### config.mk
export PLATFORM = sky130hd
export DESIGN_NAME = global_pin_status_strap
export DESIGN_NICKNAME = d
export VERILOG_FILES = /design/src/rtl/global_pins_pkg.sv /design/src/rtl/serial_if.sv /design/src/rtl/serial_shifter.sv /design/src/rtl/global_pin_status_strap.sv
export VERILOG_INCLUDE_DIRS = /design/src /design/src/rtl
export SDC_FILE = /design/constraint.sdc
export NUM_CORES = 1
export LEC_CHECK = 0
export BUFFER_PORTS_ARGS = -buffer_cell sky130_fd_sc_hd__buf_2
export CORE_ASPECT_RATIO = 0.7
export CORE_MARGIN = 2
export CORE_UTILIZATION = 37
export CTS_BUF_LIST = sky130_fd_sc_hd__clkbuf_8
export DETAILED_ROUTE_END_ITERATION = 10
export SYNTH_ARGS = -nofsm -noshare
export SYNTH_HDL_FRONTEND = slang
export SYNTH_SLANG_ARGS = --single-unit
### constraint.sdc
create_clock -name clk_sys -period 3.7 [get_ports clk_sys]
set_input_delay 0.185 -clock clk_sys [delete_from_list [all_inputs] [get_ports clk_sys]]
set_output_delay 0.185 -clock clk_sys [all_outputs]
set_load 0.02 [all_outputs]
### src/rtl/global_pins_params.svh
`ifndef GLOBAL_PINS_PARAMS_SVH
`define GLOBAL_PINS_PARAMS_SVH

// ****************************************
// Register offsets (byte addresses)
// ****************************************
`define OFS_CTRL 8'h00
`define OFS_GPIO 8'h04
`define OFS_IRQ_CFG 8'h08
`define OFS_STATE 8'h0c
`define OFS_IRQ_STATUS 8'h10
`define OFS_IRQ_MASK 8'h14

// ****************************************
// Control register fields
// ****************************************
`define BIT_EXT_SW 0
`define BIT_RATE_FAM 1
`define BIT_DIG1_FAM 2
`define BIT_DIG2_FAM 3
`define BIT_RF_PIN_EN 4
`define BIT_LOCK_PIN_EN 5
`define BIT_MAN_SEL 6
`define CTRL_WIDTH 7
`define CTRL_RESET 7'h00

// ****************************************
// General-purpose pin register fields
// ****************************************
`define BIT_GP_DIR 0
`define BIT_GP_OUT 1
`define BIT_GP_STATE 8
`define GPIO_RESET 2'h0

// ****************************************
// Interrupt configuration fields
// ****************************************
`define BIT_LOS_MODE 0
`define BIT_IRQ_HIGH 1
`define BIT_IRQ_OD 2
`define BIT_IRQ_GPO 3
`define BIT_IRQ_GPO_VAL 4
`define IRQ_CFG_WIDTH 5
`define IRQ_CFG_RESET 5'h00

// ****************************************
// Event bits (status and mask share layout)
// ****************************************
`define EV_REF_FAIL 0
`define EV_LOCK_LOST 1
`define EV_ACT_LOST 2
`define EV_SER_BYTE 3
`define EV_WIDTH 4
`define EV_RESET 4'h0

// ****************************************
// Timing
// ****************************************
`define SYNC_STAGES 2
`define SER_BITS 8

`endif

### src/rtl/global_pins_pkg.sv
package global_pins_pkg;
	typedef logic [7:0] addr_type;
	typedef logic [31:0] word_type;
	typedef logic [7:0] ser_byte_type;
	typedef logic [2:0] bit_cnt_type;
	// Pin vector order for the synchroniser
	typedef enum logic [2:0] {
		PIN_FAST_SOURCE_SWITCH_PIN,
		PIN_GP4,
		PIN_CS_N,
		PIN_SCLK,
		PIN_SDI,
		PIN_CPHA,
		PIN_CPOL
	} pin_idx_type;
endpackage : global_pins_pkg

### src/rtl/serial_if.sv
`timescale 1ns/1ns
`default_nettype none
// Byte path between the serial shifter and the core
interface serial_if;
	logic [7:0] rx_byte;
	logic rx_valid;
	logic busy;
	logic [7:0] tx_byte;
	modport shifter (output rx_byte, output rx_valid, output busy, input tx_byte);
	modport core (input rx_byte, input rx_valid, input busy, output tx_byte);
endinterface : serial_if
`default_nettype wire

### src/rtl/serial_shifter.sv
`timescale 1ns/1ns
`default_nettype none
`include "global_pins_params.svh"
module serial_shifter
	import global_pins_pkg::*;
(
	input wire logic clk_sys,
	input wire logic rst_n,
	input wire logic cs_n_s,
	input wire logic sclk_s,
	input wire logic sdi_s,
	input wire logic cpha_s,
	input wire logic cpol_s,
	output logic sdo_o,
	output logic sdo_oe,
	serial_if.shifter sif
);
	// ****************************************
	// Edge finding on the sampled serial clock
	// ****************************************
	logic sclk_prev_reg;
	logic cs_prev_reg;
	logic edge_seen;
	logic lead_edge;
	logic trail_edge;
	logic cap_edge;
	logic launch_edge;
	logic cs_fall;
	bit_cnt_type cnt_reg;
	ser_byte_type rx_sr_reg;
	ser_byte_type tx_sr_reg;

	// Leading edge leaves the idle level, trailing edge returns to it
	assign edge_seen = (sclk_s != sclk_prev_reg) && !cs_n_s;
	assign lead_edge = edge_seen && (sclk_prev_reg == cpol_s);
	assign trail_edge = edge_seen && (sclk_prev_reg != cpol_s);
	assign cap_edge = cpha_s ? trail_edge : lead_edge;
	assign launch_edge = cpha_s ? lead_edge : trail_edge;
	assign cs_fall = cs_prev_reg && !cs_n_s;

	// History of clock and select
	always_ff @(posedge clk_sys or negedge rst_n) begin
		if (!rst_n) begin
			sclk_prev_reg <= 1'b0;
			cs_prev_reg <= 1'b1;
		end else begin
			sclk_prev_reg <= sclk_s;
			cs_prev_reg <= cs_n_s;
		end
	end

	// Receive side; traffic with select high is dropped
	always_ff @(posedge clk_sys or negedge rst_n) begin
		if (!rst_n) begin
			cnt_reg <= 3'h0;
			rx_sr_reg <= 8'h00;
			sif.rx_valid <= 1'b0;
			sif.rx_byte <= 8'h00;
		end else begin
			sif.rx_valid <= 1'b0;
			if (cs_n_s) begin
				cnt_reg <= 3'h0;
			end else if (cap_edge) begin
				rx_sr_reg <= {rx_sr_reg[6:0], sdi_s};
				cnt_reg <= cnt_reg + 3'h1;
				if (cnt_reg == 3'h7) begin
					sif.rx_byte <= {rx_sr_reg[6:0], sdi_s};
					sif.rx_valid <= 1'b1;
				end
			end
		end
	end

	// Transmit side: first bit ready at select fall, reload per byte
	always_ff @(posedge clk_sys or negedge rst_n) begin
		if (!rst_n) begin
			tx_sr_reg <= 8'h00;
		end else if (cs_fall || (cap_edge && cnt_reg == 3'h7)) begin
			tx_sr_reg <= sif.tx_byte;
		end else if (launch_edge && cnt_reg != 3'h0) begin
			tx_sr_reg <= {tx_sr_reg[6:0], 1'b0};
		end
	end

	// Output driven only while selected
	always_ff @(posedge clk_sys or negedge rst_n) begin
		if (!rst_n) begin
			sdo_o <= 1'b0;
			sdo_oe <= 1'b0;
			sif.busy <= 1'b0;
		end else begin
			sdo_o <= tx_sr_reg[7];
			sdo_oe <= !cs_n_s;
			sif.busy <= !cs_n_s;
		end
	end

	// ****************************************
	// Checks
	// ****************************************
	a_cs_ignore: assert property (@(posedge clk_sys) disable iff (!rst_n)
		cs_n_s |=> !sif.rx_valid)
		else $error("byte accepted while deselected");
	a_capture_edge: assert property (@(posedge clk_sys) disable iff (!rst_n)
		(!cs_n_s && cnt_reg == 3'h0 && (cpha_s ? trail_edge : lead_edge))
		|=> cnt_reg == 3'h1 && rx_sr_reg[0] == $past(sdi_s))
		else $error("bit not taken on capture edge");
	a_idle_level: assert property (@(posedge clk_sys) disable iff (!rst_n)
		(!cs_n_s && !cpha_s && edge_seen && sclk_s == cpol_s) |=> $stable(cnt_reg))
		else $error("return to idle taken as capture");
endmodule : serial_shifter
`default_nettype wire

### src/rtl/global_pin_status_strap.sv
`timescale 1ns/1ns
`default_nettype none
`include "global_pins_params.svh"
// Behaviour
// - Low reset asynchronously clears all logic except the select synchroniser and select history, which preset high
// - Source-switch pin latched at reset release
// - Switch pin selects group A or B
// - Rate strap sets family defaults
// - Strap pin becomes general-purpose pin four
// - Enabled ref-fail pin mirrors latched status
// - Enabled lock pin shows loop lock
// - Mode bit picks interrupt or loss
// - Interrupt pin polarity, drive, general output
// - Loss mode shows live activity
// - Data in on input, out on output
// - Phase pin picks capture edge
// - Polarity pin sets idle level
module global_pin_status_strap
	import global_pins_pkg::*;
(
	input wire logic clk_sys,
	input wire logic resetn,
	input wire logic [7:0] reg_addr,
	input wire logic [31:0] reg_wdata,
	input wire logic reg_wr,
	input wire logic reg_rd,
	output logic [31:0] reg_rdata,
	output logic irq,
	input wire logic fast_source_switch_pin,
	input wire logic rate_family_strap_pin_i,
	output logic rate_family_strap_pin_o,
	output logic rate_family_strap_pin_oe,
	input wire logic ref_fail_event,
	input wire logic loop_locked,
	input wire logic activity_group_a,
	input wire logic activity_group_b,
	output logic ref_select_group_b,
	output logic rate_family_select,
	output logic digital_out1_family,
	output logic digital_out2_family,
	output logic ref_fail_indicator_o,
	output logic ref_fail_indicator_oe,
	output logic lock_out,
	output logic interrupt_request_out_o,
	output logic interrupt_request_out_oe,
	input wire logic cs_n,
	input wire logic sclk,
	input wire logic sdi,
	input wire logic cpha,
	input wire logic cpol,
	output logic sdo_o,
	output logic sdo_oe
);
	// ****************************************
	// Reset release and pin synchronisers
	// ****************************************
	logic rst_meta_reg;
	logic rst_sync_n;
	logic run_reg;
	logic release_pulse;
	logic [6:0] pin_meta_reg;
	logic [6:0] pin_sync_reg;
	logic [6:0] pin_raw;
	logic fast_source_switch_pin_s;
	logic gp4_s;

	// Assert at once, release after two clean edges
	always_ff @(posedge clk_sys or negedge resetn) begin
		if (!resetn) begin
			rst_meta_reg <= 1'b0;
			rst_sync_n <= 1'b0;
		end else begin
			rst_meta_reg <= 1'b1;
			rst_sync_n <= rst_meta_reg;
		end
	end

	// First cycle out of reset; straps sampled here
	always_ff @(posedge clk_sys or negedge rst_sync_n) begin
		if (!rst_sync_n) begin
			run_reg <= 1'b0;
		end else begin
			run_reg <= 1'b1;
		end
	end
	// Gated by the synced reset so no capture is seen while still held
	assign release_pulse = rst_sync_n && !run_reg;

	assign pin_raw[PIN_FAST_SOURCE_SWITCH_PIN] = fast_source_switch_pin;
	assign pin_raw[PIN_GP4] = rate_family_strap_pin_i;
	assign pin_raw[PIN_CS_N] = cs_n;
	assign pin_raw[PIN_SCLK] = sclk;
	assign pin_raw[PIN_SDI] = sdi;
	assign pin_raw[PIN_CPHA] = cpha;
	assign pin_raw[PIN_CPOL] = cpol;

	// Runs on the raw reset so straps are valid at release
	always_ff @(posedge clk_sys or negedge resetn) begin
		if (!resetn) begin
			pin_meta_reg <= 7'h04;
			pin_sync_reg <= 7'h04;
		end else begin
			pin_meta_reg <= pin_raw;
			pin_sync_reg <= pin_meta_reg;
		end
	end
	assign fast_source_switch_pin_s = pin_sync_reg[PIN_FAST_SOURCE_SWITCH_PIN];
	assign gp4_s = pin_sync_reg[PIN_GP4];

	// ****************************************
	// Register file
	// ****************************************
	logic [`CTRL_WIDTH-1:0] ctrl_reg;
	logic [1:0] gpio_reg;
	logic [`IRQ_CFG_WIDTH-1:0] irq_cfg_reg;
	logic [`EV_WIDTH-1:0] irq_status_reg;
	logic [`EV_WIDTH-1:0] irq_mask_reg;
	logic [`EV_WIDTH-1:0] ev_set;
	logic [`EV_WIDTH-1:0] ev_clr;
	logic locked_prev_reg;
	logic act_prev_reg;
	logic sel_activity;
	logic sel_b;
	word_type rdata_next;
	serial_if sif ();

	function automatic logic hit(input addr_type a, input addr_type ofs);
		hit = (a == ofs);
	endfunction : hit

	// Control; defaults for switch and families come from straps
	always_ff @(posedge clk_sys or negedge rst_sync_n) begin
		if (!rst_sync_n) begin
			ctrl_reg <= `CTRL_RESET;
		end else if (release_pulse) begin
			ctrl_reg[`BIT_EXT_SW] <= fast_source_switch_pin_s;
			ctrl_reg[`BIT_RATE_FAM] <= gp4_s;
			ctrl_reg[`BIT_DIG1_FAM] <= gp4_s;
			ctrl_reg[`BIT_DIG2_FAM] <= gp4_s;
		end else if (reg_wr && hit(reg_addr, `OFS_CTRL)) begin
			ctrl_reg <= reg_wdata[`CTRL_WIDTH-1:0];
		end
	end

	// General-purpose pin and interrupt configuration
	always_ff @(posedge clk_sys or negedge rst_sync_n) begin
		if (!rst_sync_n) begin
			gpio_reg <= `GPIO_RESET;
			irq_cfg_reg <= `IRQ_CFG_RESET;
			irq_mask_reg <= `EV_RESET;
		end else if (reg_wr) begin
			if (hit(reg_addr, `OFS_GPIO)) begin
				gpio_reg <= reg_wdata[1:0];
			end
			if (hit(reg_addr, `OFS_IRQ_CFG)) begin
				irq_cfg_reg <= reg_wdata[`IRQ_CFG_WIDTH-1:0];
			end
			if (hit(reg_addr, `OFS_IRQ_MASK)) begin
				irq_mask_reg <= reg_wdata[`EV_WIDTH-1:0];
			end
		end
	end

	// ****************************************
	// Reference selection and events
	// ****************************************
	// Pin steers only when external switching is on
	assign sel_b = ctrl_reg[`BIT_EXT_SW] ? fast_source_switch_pin_s : ctrl_reg[`BIT_MAN_SEL];
	assign sel_activity = sel_b ? activity_group_b : activity_group_a;

	always_ff @(posedge clk_sys or negedge rst_sync_n) begin
		if (!rst_sync_n) begin
			locked_prev_reg <= 1'b0;
			act_prev_reg <= 1'b0;
		end else begin
			locked_prev_reg <= loop_locked;
			act_prev_reg <= sel_activity;
		end
	end

	always_comb begin
		ev_set = `EV_RESET;
		ev_set[`EV_REF_FAIL] = ref_fail_event;
		ev_set[`EV_LOCK_LOST] = locked_prev_reg && !loop_locked;
		ev_set[`EV_ACT_LOST] = act_prev_reg && !sel_activity;
		ev_set[`EV_SER_BYTE] = sif.rx_valid;
	end
	assign ev_clr = (reg_wr && hit(reg_addr, `OFS_IRQ_STATUS)) ?
		reg_wdata[`EV_WIDTH-1:0] : `EV_RESET;

	// Sticky status; a new event beats a clear in the same cycle
	always_ff @(posedge clk_sys or negedge rst_sync_n) begin
		if (!rst_sync_n) begin
			irq_status_reg <= `EV_RESET;
		end else begin
			irq_status_reg <= (irq_status_reg & ~ev_clr) | ev_set;
		end
	end
	assign irq = |(irq_status_reg & irq_mask_reg);

	// Read data in the cycle after the strobe, zero when unmapped
	always_comb begin
		rdata_next = 32'h0000_0000;
		if (hit(reg_addr, `OFS_CTRL)) begin
			rdata_next[`CTRL_WIDTH-1:0] = ctrl_reg;
		end else if (hit(reg_addr, `OFS_GPIO)) begin
			rdata_next[1:0] = gpio_reg;
			rdata_next[`BIT_GP_STATE] = gp4_s;
		end else if (hit(reg_addr, `OFS_IRQ_CFG)) begin
			rdata_next[`IRQ_CFG_WIDTH-1:0] = irq_cfg_reg;
		end else if (hit(reg_addr, `OFS_STATE)) begin
			rdata_next[3:0] = {sif.busy, sel_activity, loop_locked, sel_b};
			rdata_next[15:8] = sif.rx_byte;
		end else if (hit(reg_addr, `OFS_IRQ_STATUS)) begin
			rdata_next[`EV_WIDTH-1:0] = irq_status_reg;
		end else if (hit(reg_addr, `OFS_IRQ_MASK)) begin
			rdata_next[`EV_WIDTH-1:0] = irq_mask_reg;
		end
	end

	always_ff @(posedge clk_sys or negedge rst_sync_n) begin
		if (!rst_sync_n) begin
			reg_rdata <= 32'h0000_0000;
		end else if (reg_rd) begin
			reg_rdata <= rdata_next;
		end else begin
			reg_rdata <= 32'h0000_0000;
		end
	end

	// ****************************************
	// Pin drivers
	// ****************************************
	logic irq_level;

	// Interrupt level with polarity, or the plain output value
	assign irq_level = irq_cfg_reg[`BIT_IRQ_GPO] ? irq_cfg_reg[`BIT_IRQ_GPO_VAL] :
		(irq ~^ irq_cfg_reg[`BIT_IRQ_HIGH]);

	// Strap pin stays an input until software turns it round
	always_ff @(posedge clk_sys or negedge rst_sync_n) begin
		if (!rst_sync_n) begin
			rate_family_strap_pin_o <= 1'b0;
			rate_family_strap_pin_oe <= 1'b0;
		end else begin
			rate_family_strap_pin_o <= gpio_reg[`BIT_GP_OUT];
			rate_family_strap_pin_oe <= gpio_reg[`BIT_GP_DIR];
		end
	end

	// Status indicators
	always_ff @(posedge clk_sys or negedge rst_sync_n) begin
		if (!rst_sync_n) begin
			ref_fail_indicator_o <= 1'b0;
			ref_fail_indicator_oe <= 1'b0;
			lock_out <= 1'b0;
			ref_select_group_b <= 1'b0;
		end else begin
			ref_fail_indicator_o <= irq_status_reg[`EV_REF_FAIL];
			ref_fail_indicator_oe <= ctrl_reg[`BIT_RF_PIN_EN];
			lock_out <= ctrl_reg[`BIT_LOCK_PIN_EN] && loop_locked;
			ref_select_group_b <= sel_b;
		end
	end

	// Shared pin; open drain only ever pulls low
	always_ff @(posedge clk_sys or negedge rst_sync_n) begin
		if (!rst_sync_n) begin
			interrupt_request_out_o <= 1'b0;
			interrupt_request_out_oe <= 1'b0;
		end else if (irq_cfg_reg[`BIT_LOS_MODE]) begin
			interrupt_request_out_o <= !sel_activity;
			interrupt_request_out_oe <= 1'b1;
		end else if (irq_cfg_reg[`BIT_IRQ_OD]) begin
			interrupt_request_out_o <= 1'b0;
			interrupt_request_out_oe <= !irq_level;
		end else begin
			interrupt_request_out_o <= irq_level;
			interrupt_request_out_oe <= 1'b1;
		end
	end

	assign rate_family_select = ctrl_reg[`BIT_RATE_FAM];
	assign digital_out1_family = ctrl_reg[`BIT_DIG1_FAM];
	assign digital_out2_family = ctrl_reg[`BIT_DIG2_FAM];

	// ****************************************
	// Serial host port
	// ****************************************
	// Shifter returns the event status byte on every frame
	assign sif.tx_byte = {4'h0, irq_status_reg};

	serial_shifter u_shifter (
		.clk_sys(clk_sys),
		.rst_n(rst_sync_n),
		.cs_n_s(pin_sync_reg[PIN_CS_N]),
		.sclk_s(pin_sync_reg[PIN_SCLK]),
		.sdi_s(pin_sync_reg[PIN_SDI]),
		.cpha_s(pin_sync_reg[PIN_CPHA]),
		.cpol_s(pin_sync_reg[PIN_CPOL]),
		.sdo_o(sdo_o),
		.sdo_oe(sdo_oe),
		.sif(sif.shifter)
	);

	// ****************************************
	// Checks
	// ****************************************
	a_reset_clears_state: assert property (@(posedge clk_sys)
		!resetn |=> !rst_sync_n && irq_status_reg == `EV_RESET && !lock_out)
		else $error("state not cleared in reset");
	a_strap_switch_latch: assert property (@(posedge clk_sys) disable iff (!rst_sync_n)
		release_pulse |=> ctrl_reg[`BIT_EXT_SW] == $past(fast_source_switch_pin_s))
		else $error("switch strap not latched");
	a_strap_family_latch: assert property (@(posedge clk_sys) disable iff (!rst_sync_n)
		release_pulse |=> {digital_out2_family, digital_out1_family, rate_family_select}
			== {3{$past(gp4_s)}})
		else $error("family strap not latched");
	a_group_follows_pin: assert property (@(posedge clk_sys) disable iff (!rst_sync_n)
		ctrl_reg[`BIT_EXT_SW] |=> ref_select_group_b == $past(fast_source_switch_pin_s))
		else $error("group select not from pin");
	a_gp_pin_drive: assert property (@(posedge clk_sys) disable iff (!rst_sync_n)
		!release_pulse ##1 1'b1 |-> rate_family_strap_pin_oe == $past(gpio_reg[`BIT_GP_DIR])
			&& rate_family_strap_pin_o == $past(gpio_reg[`BIT_GP_OUT]))
		else $error("general pin drive wrong");
	a_ref_fail_mirror: assert property (@(posedge clk_sys) disable iff (!rst_sync_n)
		ctrl_reg[`BIT_RF_PIN_EN] |=> ref_fail_indicator_oe
			&& ref_fail_indicator_o == $past(irq_status_reg[`EV_REF_FAIL]))
		else $error("ref-fail pin not mirrored");
	a_lock_pin_low: assert property (@(posedge clk_sys) disable iff (!rst_sync_n)
		!ctrl_reg[`BIT_LOCK_PIN_EN] |=> !lock_out)
		else $error("lock pin not low when off");
	a_loss_mode_live: assert property (@(posedge clk_sys) disable iff (!rst_sync_n)
		irq_cfg_reg[`BIT_LOS_MODE] |=> interrupt_request_out_oe
			&& interrupt_request_out_o == !$past(sel_activity))
		else $error("loss mode does not show activity");
	a_irq_open_drain: assert property (@(posedge clk_sys) disable iff (!rst_sync_n)
		(!irq_cfg_reg[`BIT_LOS_MODE] && irq_cfg_reg[`BIT_IRQ_OD]) |=> !interrupt_request_out_o)
		else $error("open drain drives high");
	a_irq_push_pull: assert property (@(posedge clk_sys) disable iff (!rst_sync_n)
		(irq_cfg_reg[`IRQ_CFG_WIDTH-1:0] == 5'h02 && irq) |=> interrupt_request_out_o)
		else $error("interrupt mode not asserted");
endmodule : global_pin_status_strap
`default_nettype wire

# Yosys cells after proc, flatten, opt, wreduce, memory -nomap -nowiden
# Cells that the tools add are included.
# Widths: inputs -> output; s select.
dict set report word_totals {
  regBits 112
  in_bits 55
  out_inout_bits 46
  elab_cells 112
}
dict set report classes {
  addsub 1
  n_eq_ne 9
  muxes 34
  bitwise 7
  n_reduce_logical 30
}
# op n
set ops {}
lappend ops {{$mux 8} 5}
lappend ops {{$mux 4} 7}
lappend ops {{$eq 8x4->1 const B} 2}
lappend ops {{$eq 8x5->1 const B} 2}
lappend ops {{$mux 16} 1}
lappend ops {{$mux 1} 14}
lappend ops {{$logic_and 1x1->1} 12}
lappend ops {{$reduce_and 2->1} 5}
lappend ops {{$mux 3} 3}
lappend ops {{$and 4x4->4} 2}
lappend ops {{$eq 8x3->1 const B} 1}
lappend ops {{$logic_not 8->1} 1}
lappend ops {{$mux 7} 1}
lappend ops {{$reduce_bool 2->1} 3}
lappend ops {{$logic_not 1->1} 5}
lappend ops {{$mux 5} 1}
lappend ops {{$mux 2} 2}
lappend ops {{$not 4->4} 1}
lappend ops {{$or 4x4->4} 1}
lappend ops {{$reduce_or 4->1} 1}
lappend ops {{$add 3x1->3 const B} 1}
lappend ops {{$eq 3x3->1 const B} 1}
lappend ops {{$reduce_and 3->1} 1}
lappend ops {{$reduce_bool 3->1} 1}
lappend ops {{other kinds (5)} 7}

# Depth between registers and ports, before layout
dict set report logic_depth {
  depth_word 8
  ltp_mapped 8
}

# Hierarchy
# A second synthesis with hierarchy kept.
dict set report hier_totals {
  hier_cells 305
  hier_area_um2 4020.1
}
# mod n_inst cells_each area_each_um2
set by_module_without_submodules {}
lappend by_module_without_submodules {global_pin_status_strap 1 196 2552.4}
lappend by_module_without_submodules {serial_shifter 1 109 1467.7}

# Worst setup path after synthesis
# OpenSTA, ideal clock, no wires.
dict set report synth_timing {
  kind {register to register}
  startpoint {reg rst_sync_n}
  endpoint {reg ctrl_reg[4]}
  setup_time_ns 0.125
  arrival_ns 3.059
  required_ns 3.575
  path_slack_ns 0.517
  path_stages_with_launch 4
  n_path_buf 0
  path_cell_list {dfrtp_1 -> nand2b_1 -> nand3_1 -> mux2_2}
}
dict set report synth_between {
  elab_chain_cells 3
}
# item line
set synth_lines {}
lappend synth_lines {{from (decl)} global_pin_status_strap.sv:58} ;# logic rst_sync_n;
lappend synth_lines {{from (signal assigned)} global_pin_status_strap.sv:74} ;# rst_sync_n <= rst_meta_reg;
lappend synth_lines {{$logic_and 1x1->1} global_pin_status_strap.sv:87} ;# assign release_pulse = rst_sync_n && !run_reg;
lappend synth_lines {{$not 1->1 (no line)} --}
lappend synth_lines {{$reduce_and 2->1 (no line)} --}
lappend synth_lines {{to (signal assigned)} global_pin_status_strap.sv:134} ;# ctrl_reg <= `CTRL_RESET;
lappend synth_lines {{to (signal, indexed assignment)} global_pin_status_strap.sv:136} ;# ctrl_reg[`BIT_EXT_SW] <= fast_source_switch_pin_s;
lappend synth_lines {{to (signal, indexed assignment)} global_pin_status_strap.sv:137} ;# ctrl_reg[`BIT_RATE_FAM] <= gp4_s;
lappend synth_lines {{to (decl)} global_pin_status_strap.sv:113} ;# logic [`CTRL_WIDTH-1:0] ctrl_reg;
# No other way between the ends.
# A chain may end at the register's enable or synchronous reset.

# Worst setup path in the final report
dict set report layout_timing {
  startpoint {reg u_shifter.cnt_reg[0]}
  endpoint {reg u_shifter.tx_sr_reg[3]}
}
dict set report layout_between {
  elab_chain_cells 4
  elab_cells_between_ends 7
  classes_between {eq/ne (1); mux (1); reduce/logical (5)}
}
# item line
set layout_lines {}
lappend layout_lines {{from (decl)} serial_shifter.sv:29} ;# bit_cnt_type cnt_reg;
lappend layout_lines {{from (signal assigned)} serial_shifter.sv:65} ;# cnt_reg <= cnt_reg + 3'h1;
lappend layout_lines {{$eq 3x3->1} serial_shifter.sv:78} ;# end else if (cs_fall || (cap_edge && cnt_reg == 3'h7)) begin
lappend layout_lines {{$logic_and 1x1->1} serial_shifter.sv:78}
lappend layout_lines {{$logic_or 1x1->1} serial_shifter.sv:78}
lappend layout_lines {{$mux 8 / $reduce_bool 2->1 (equally long branches)} --}
lappend layout_lines {{to (signal assigned)} serial_shifter.sv:79} ;# tx_sr_reg <= sif.tx_byte;
lappend layout_lines {{to (signal assigned)} serial_shifter.sv:81} ;# tx_sr_reg <= {tx_sr_reg[6:0], 1'b0};
lappend layout_lines {{to (decl)} serial_shifter.sv:31} ;# ser_byte_type tx_sr_reg;
# Parallel ways exist; a longest one is shown, timed or not.

==> run metrics <==
outcome complete, no violations; worst slew margin relative to its limit 0.342; num rows 31; type of the tightest min-delay check in2reg; Pleak 2.37 nW; IO buf count 58; Crit Reg-Reg Startpoint u_shifter.cnt_reg[0]; Min-Delay Endpoint ctrl_reg[6]; Crit-path slowest cell mux2i_2; crit path time final 2250 ps; initial antenna violation count 0; Post-layout nets 454; most used cell, CP ha_1; main flop type after synthesis dfrtp_1; starting density of the core 0.378; Final ANT Viol Nets 0; Synth cell types 46; Worst EP arrival 2480 ps; VDD IR-drop max 0.000230 V; clk buf depth 2; Worst EP required 3930 ps; CTS tree yes; Worst-Skew Late Latency 370 ps; die area 11400 µm²; DRC 0; HP Start reg_wdata[6]; CP max stage delay 480 ps; R2R Setup Slk 1450 ps; CP delay by family, top compound AO/OA/AOI/OAI gates; post-CTS sizing 0; core area 10300 µm²; Worst-path clk slew 90 ps; wire length per cell 14.6 µm; Root Buffer Master clkbuf_8; Tcrit/Tclk final 0.609; Slew Limit Fails 0; Yosys reg bits 95; proportion of layout cells with a drive suffix above 1 0.267; H-Tree Level Count 3; DP HPWL 5.48 mm; Crit. End Element flop; fill count 1005; Die Height 89.9 µm; Synth Instances 321; max reg flops 15; worst flop-to-flop path endpoint u_shifter.tx_sr_reg[3]; EDFF count, synth 0; gr ovfl total 0; overall global routing resource usage 0.145; final hold vios 0; CP Launch Type flop; total wire length 7.76 mm; MaxCap Viol Count 0; fmax 444 MHz; multi-input logic area 1390 µm²; kind of critical path reg2reg; Crit Path Max Fanout 12; Final Setup Violations 0; Post-Syn Area 3900 µm²; worst path bufs/invs 0; Die W 127 µm; CTS Sinks 95; FF/Latch Area 2380 µm²; actual slew at the worst max-slew pin 987 ps; pwr dens 478 nW/µm²; Ys Warns 0; global placement routability congestion 0.886; unrepaired setup endpoints after global routing no; via-per-instance ratio 4.77; top-level port count 101; vias in the first global route 2493; sequential share of the synthesized area 0.611; # diodes 0; drt first pass iters 4; Max Clock Skew 12.0 ps; largest net degree at the start of global routing 80; first-pass GRT wire length 12.9 mm; ys async rst share 1.00; area delta synth->final 18.6%; synthesized area per cell 12.1 µm²; Worst R2R Path Depth 7; number of DRC markers in iteration 0 113; crit-path cells ha_1 > ha_1 > nor4bb_1 > mux2i_2 > o21ai_1 > nand2_1 > o21ai_0; setup TNS 0 ps; Util after Layout 0.448; via count 2542; hold depth 2; Inserted Clock Buffers 9
## synth_stat cells, types with 2 or more instances
master,n,area [µm²]
o21ai_0,13,65.1
nor2b_1,3,18.8
buf_4,17,128
nor3_4,2,32.5
dfrtp_1,92,2300
nor3_1,5,25.0
dfstp_2,3,78.8
a22oi_1,4,30.0
and3_1,3,18.8
or3_1,3,18.8
nor4bb_1,2,20.0
nand2b_1,5,31.3
and4_1,3,26.3
conb_1,2,7.51
mux2_2,19,214
a21oi_1,11,55.1
clkbuf_1,3,11.3
mux2i_1,15,150
o211ai_1,2,15.0
nand3_1,6,30.0
nor2_1,13,48.8
nand2_1,45,169
nand4_1,3,18.8
and2_1,8,50.1
inv_1,9,33.8
a22o_1,2,17.5
mux2_4,5,75.1
a21o_1,3,22.5
ha_1,3,37.5
## kinds of logic (layout without fill, tap and decap cells)
family	after synthesis	after routing	synth area share
flip-flops	95	95	0.611
AND/OR/NAND/NOR	107	107	0.144
adder cells (fa/ha/maj)	3	3	0.00963
AO/OA/AOI/OAI	40	40	0.0639
XOR/XNOR	2	2	0.00450
buffers and inverters	32	95	0.0494
other	2	19	0.00193
multiplexers	40	40	0.116
## power by group
group	leakage (nW)	total [W]	switching (W)	internal [W]
combinational	1.03	0.000221	0.000127	0.0000941
sequential	1.21	0.00116	0.0000502	0.00111
clock	0.132	0.000823	0.000342	0.000481
## layer usage
layer	track usage	vias to the layer above	wire length, µm
met5	0	-	0
met3	0.0548	11	501
li1	-	1212	-
met2	0.193	78	3150
met1	0.217	1241	4010
met4	0.0485	0	96
## worst max-delay path by stage
stage,cells after the start,slack (ps),startpoint,end
2_1_floorplan,3,520,rst_sync_n,ctrl_reg[4]
3_3_place_gp,7,1510,u_shifter.cnt_reg[0],u_shifter.tx_sr_reg[0]
3_5_place_dp,7,1440,u_shifter.cnt_reg[0],u_shifter.tx_sr_reg[3]
4_1_cts,7,1430,u_shifter.cnt_reg[0],u_shifter.tx_sr_reg[3]
5_1_grt,7,1230,u_shifter.cnt_reg[0],u_shifter.tx_sr_reg[0]
6_report,7,1450,u_shifter.cnt_reg[0],u_shifter.tx_sr_reg[3]
## placed cells by master, fill, tap and decap left out, drive strengths merged, types with 4 or more instances in the layout
cell and count:
nor2 14, nor3 7, nand3 6, mux2i 16, dlygate4sd3 10, buf 59
a21oi 11, mux2 24, conb 19, clkbuf 11, o21ai 14, inv 11
dfrtp 92, and2 8, a22oi 4, nand2b 5, nand2 45
## repair_timing
action / in CTS / in global routing
endpoints found under the hold margin: 25 / 0
setup buffers: 0 / 0
hold buffers: 10 / 0
## per-stage QoR
step | hold WS [ps] | worst slack (ps) | total power, W | std cells | instance area (µm²)
after floorplan | -111 | 517 | 0.00133 | 338 | 3960
after global placement | 98.4 | 1510 | 0.00139 | 507 | 4270
after detailed placement | 101 | 1440 | 0.00140 | 507 | 4270
after CTS | 33.6 | 1430 | 0.00224 | 533 | 4620
after global routing | 39.0 | 1230 | 0.00231 | 533 | 4620
final | 56.3 | 1450 | 0.00221 | 533 | 4620
## final cells by class
| class | count | area share |
|---|---|---|
| Timing Repair Buffer | 69 | 0.0861 |
| Clock inverter | 5 | 0.0211 |
| Multi-Input combinational cell | 211 | 0.300 |
| Inverter | 10 | 0.00812 |
| Sequential cell | 95 | 0.516 |
| Clock buffer | 11 | 0.0328 |
| Tap cell | 132 | 0.0357 |
(Power assumes the default switching activity.)
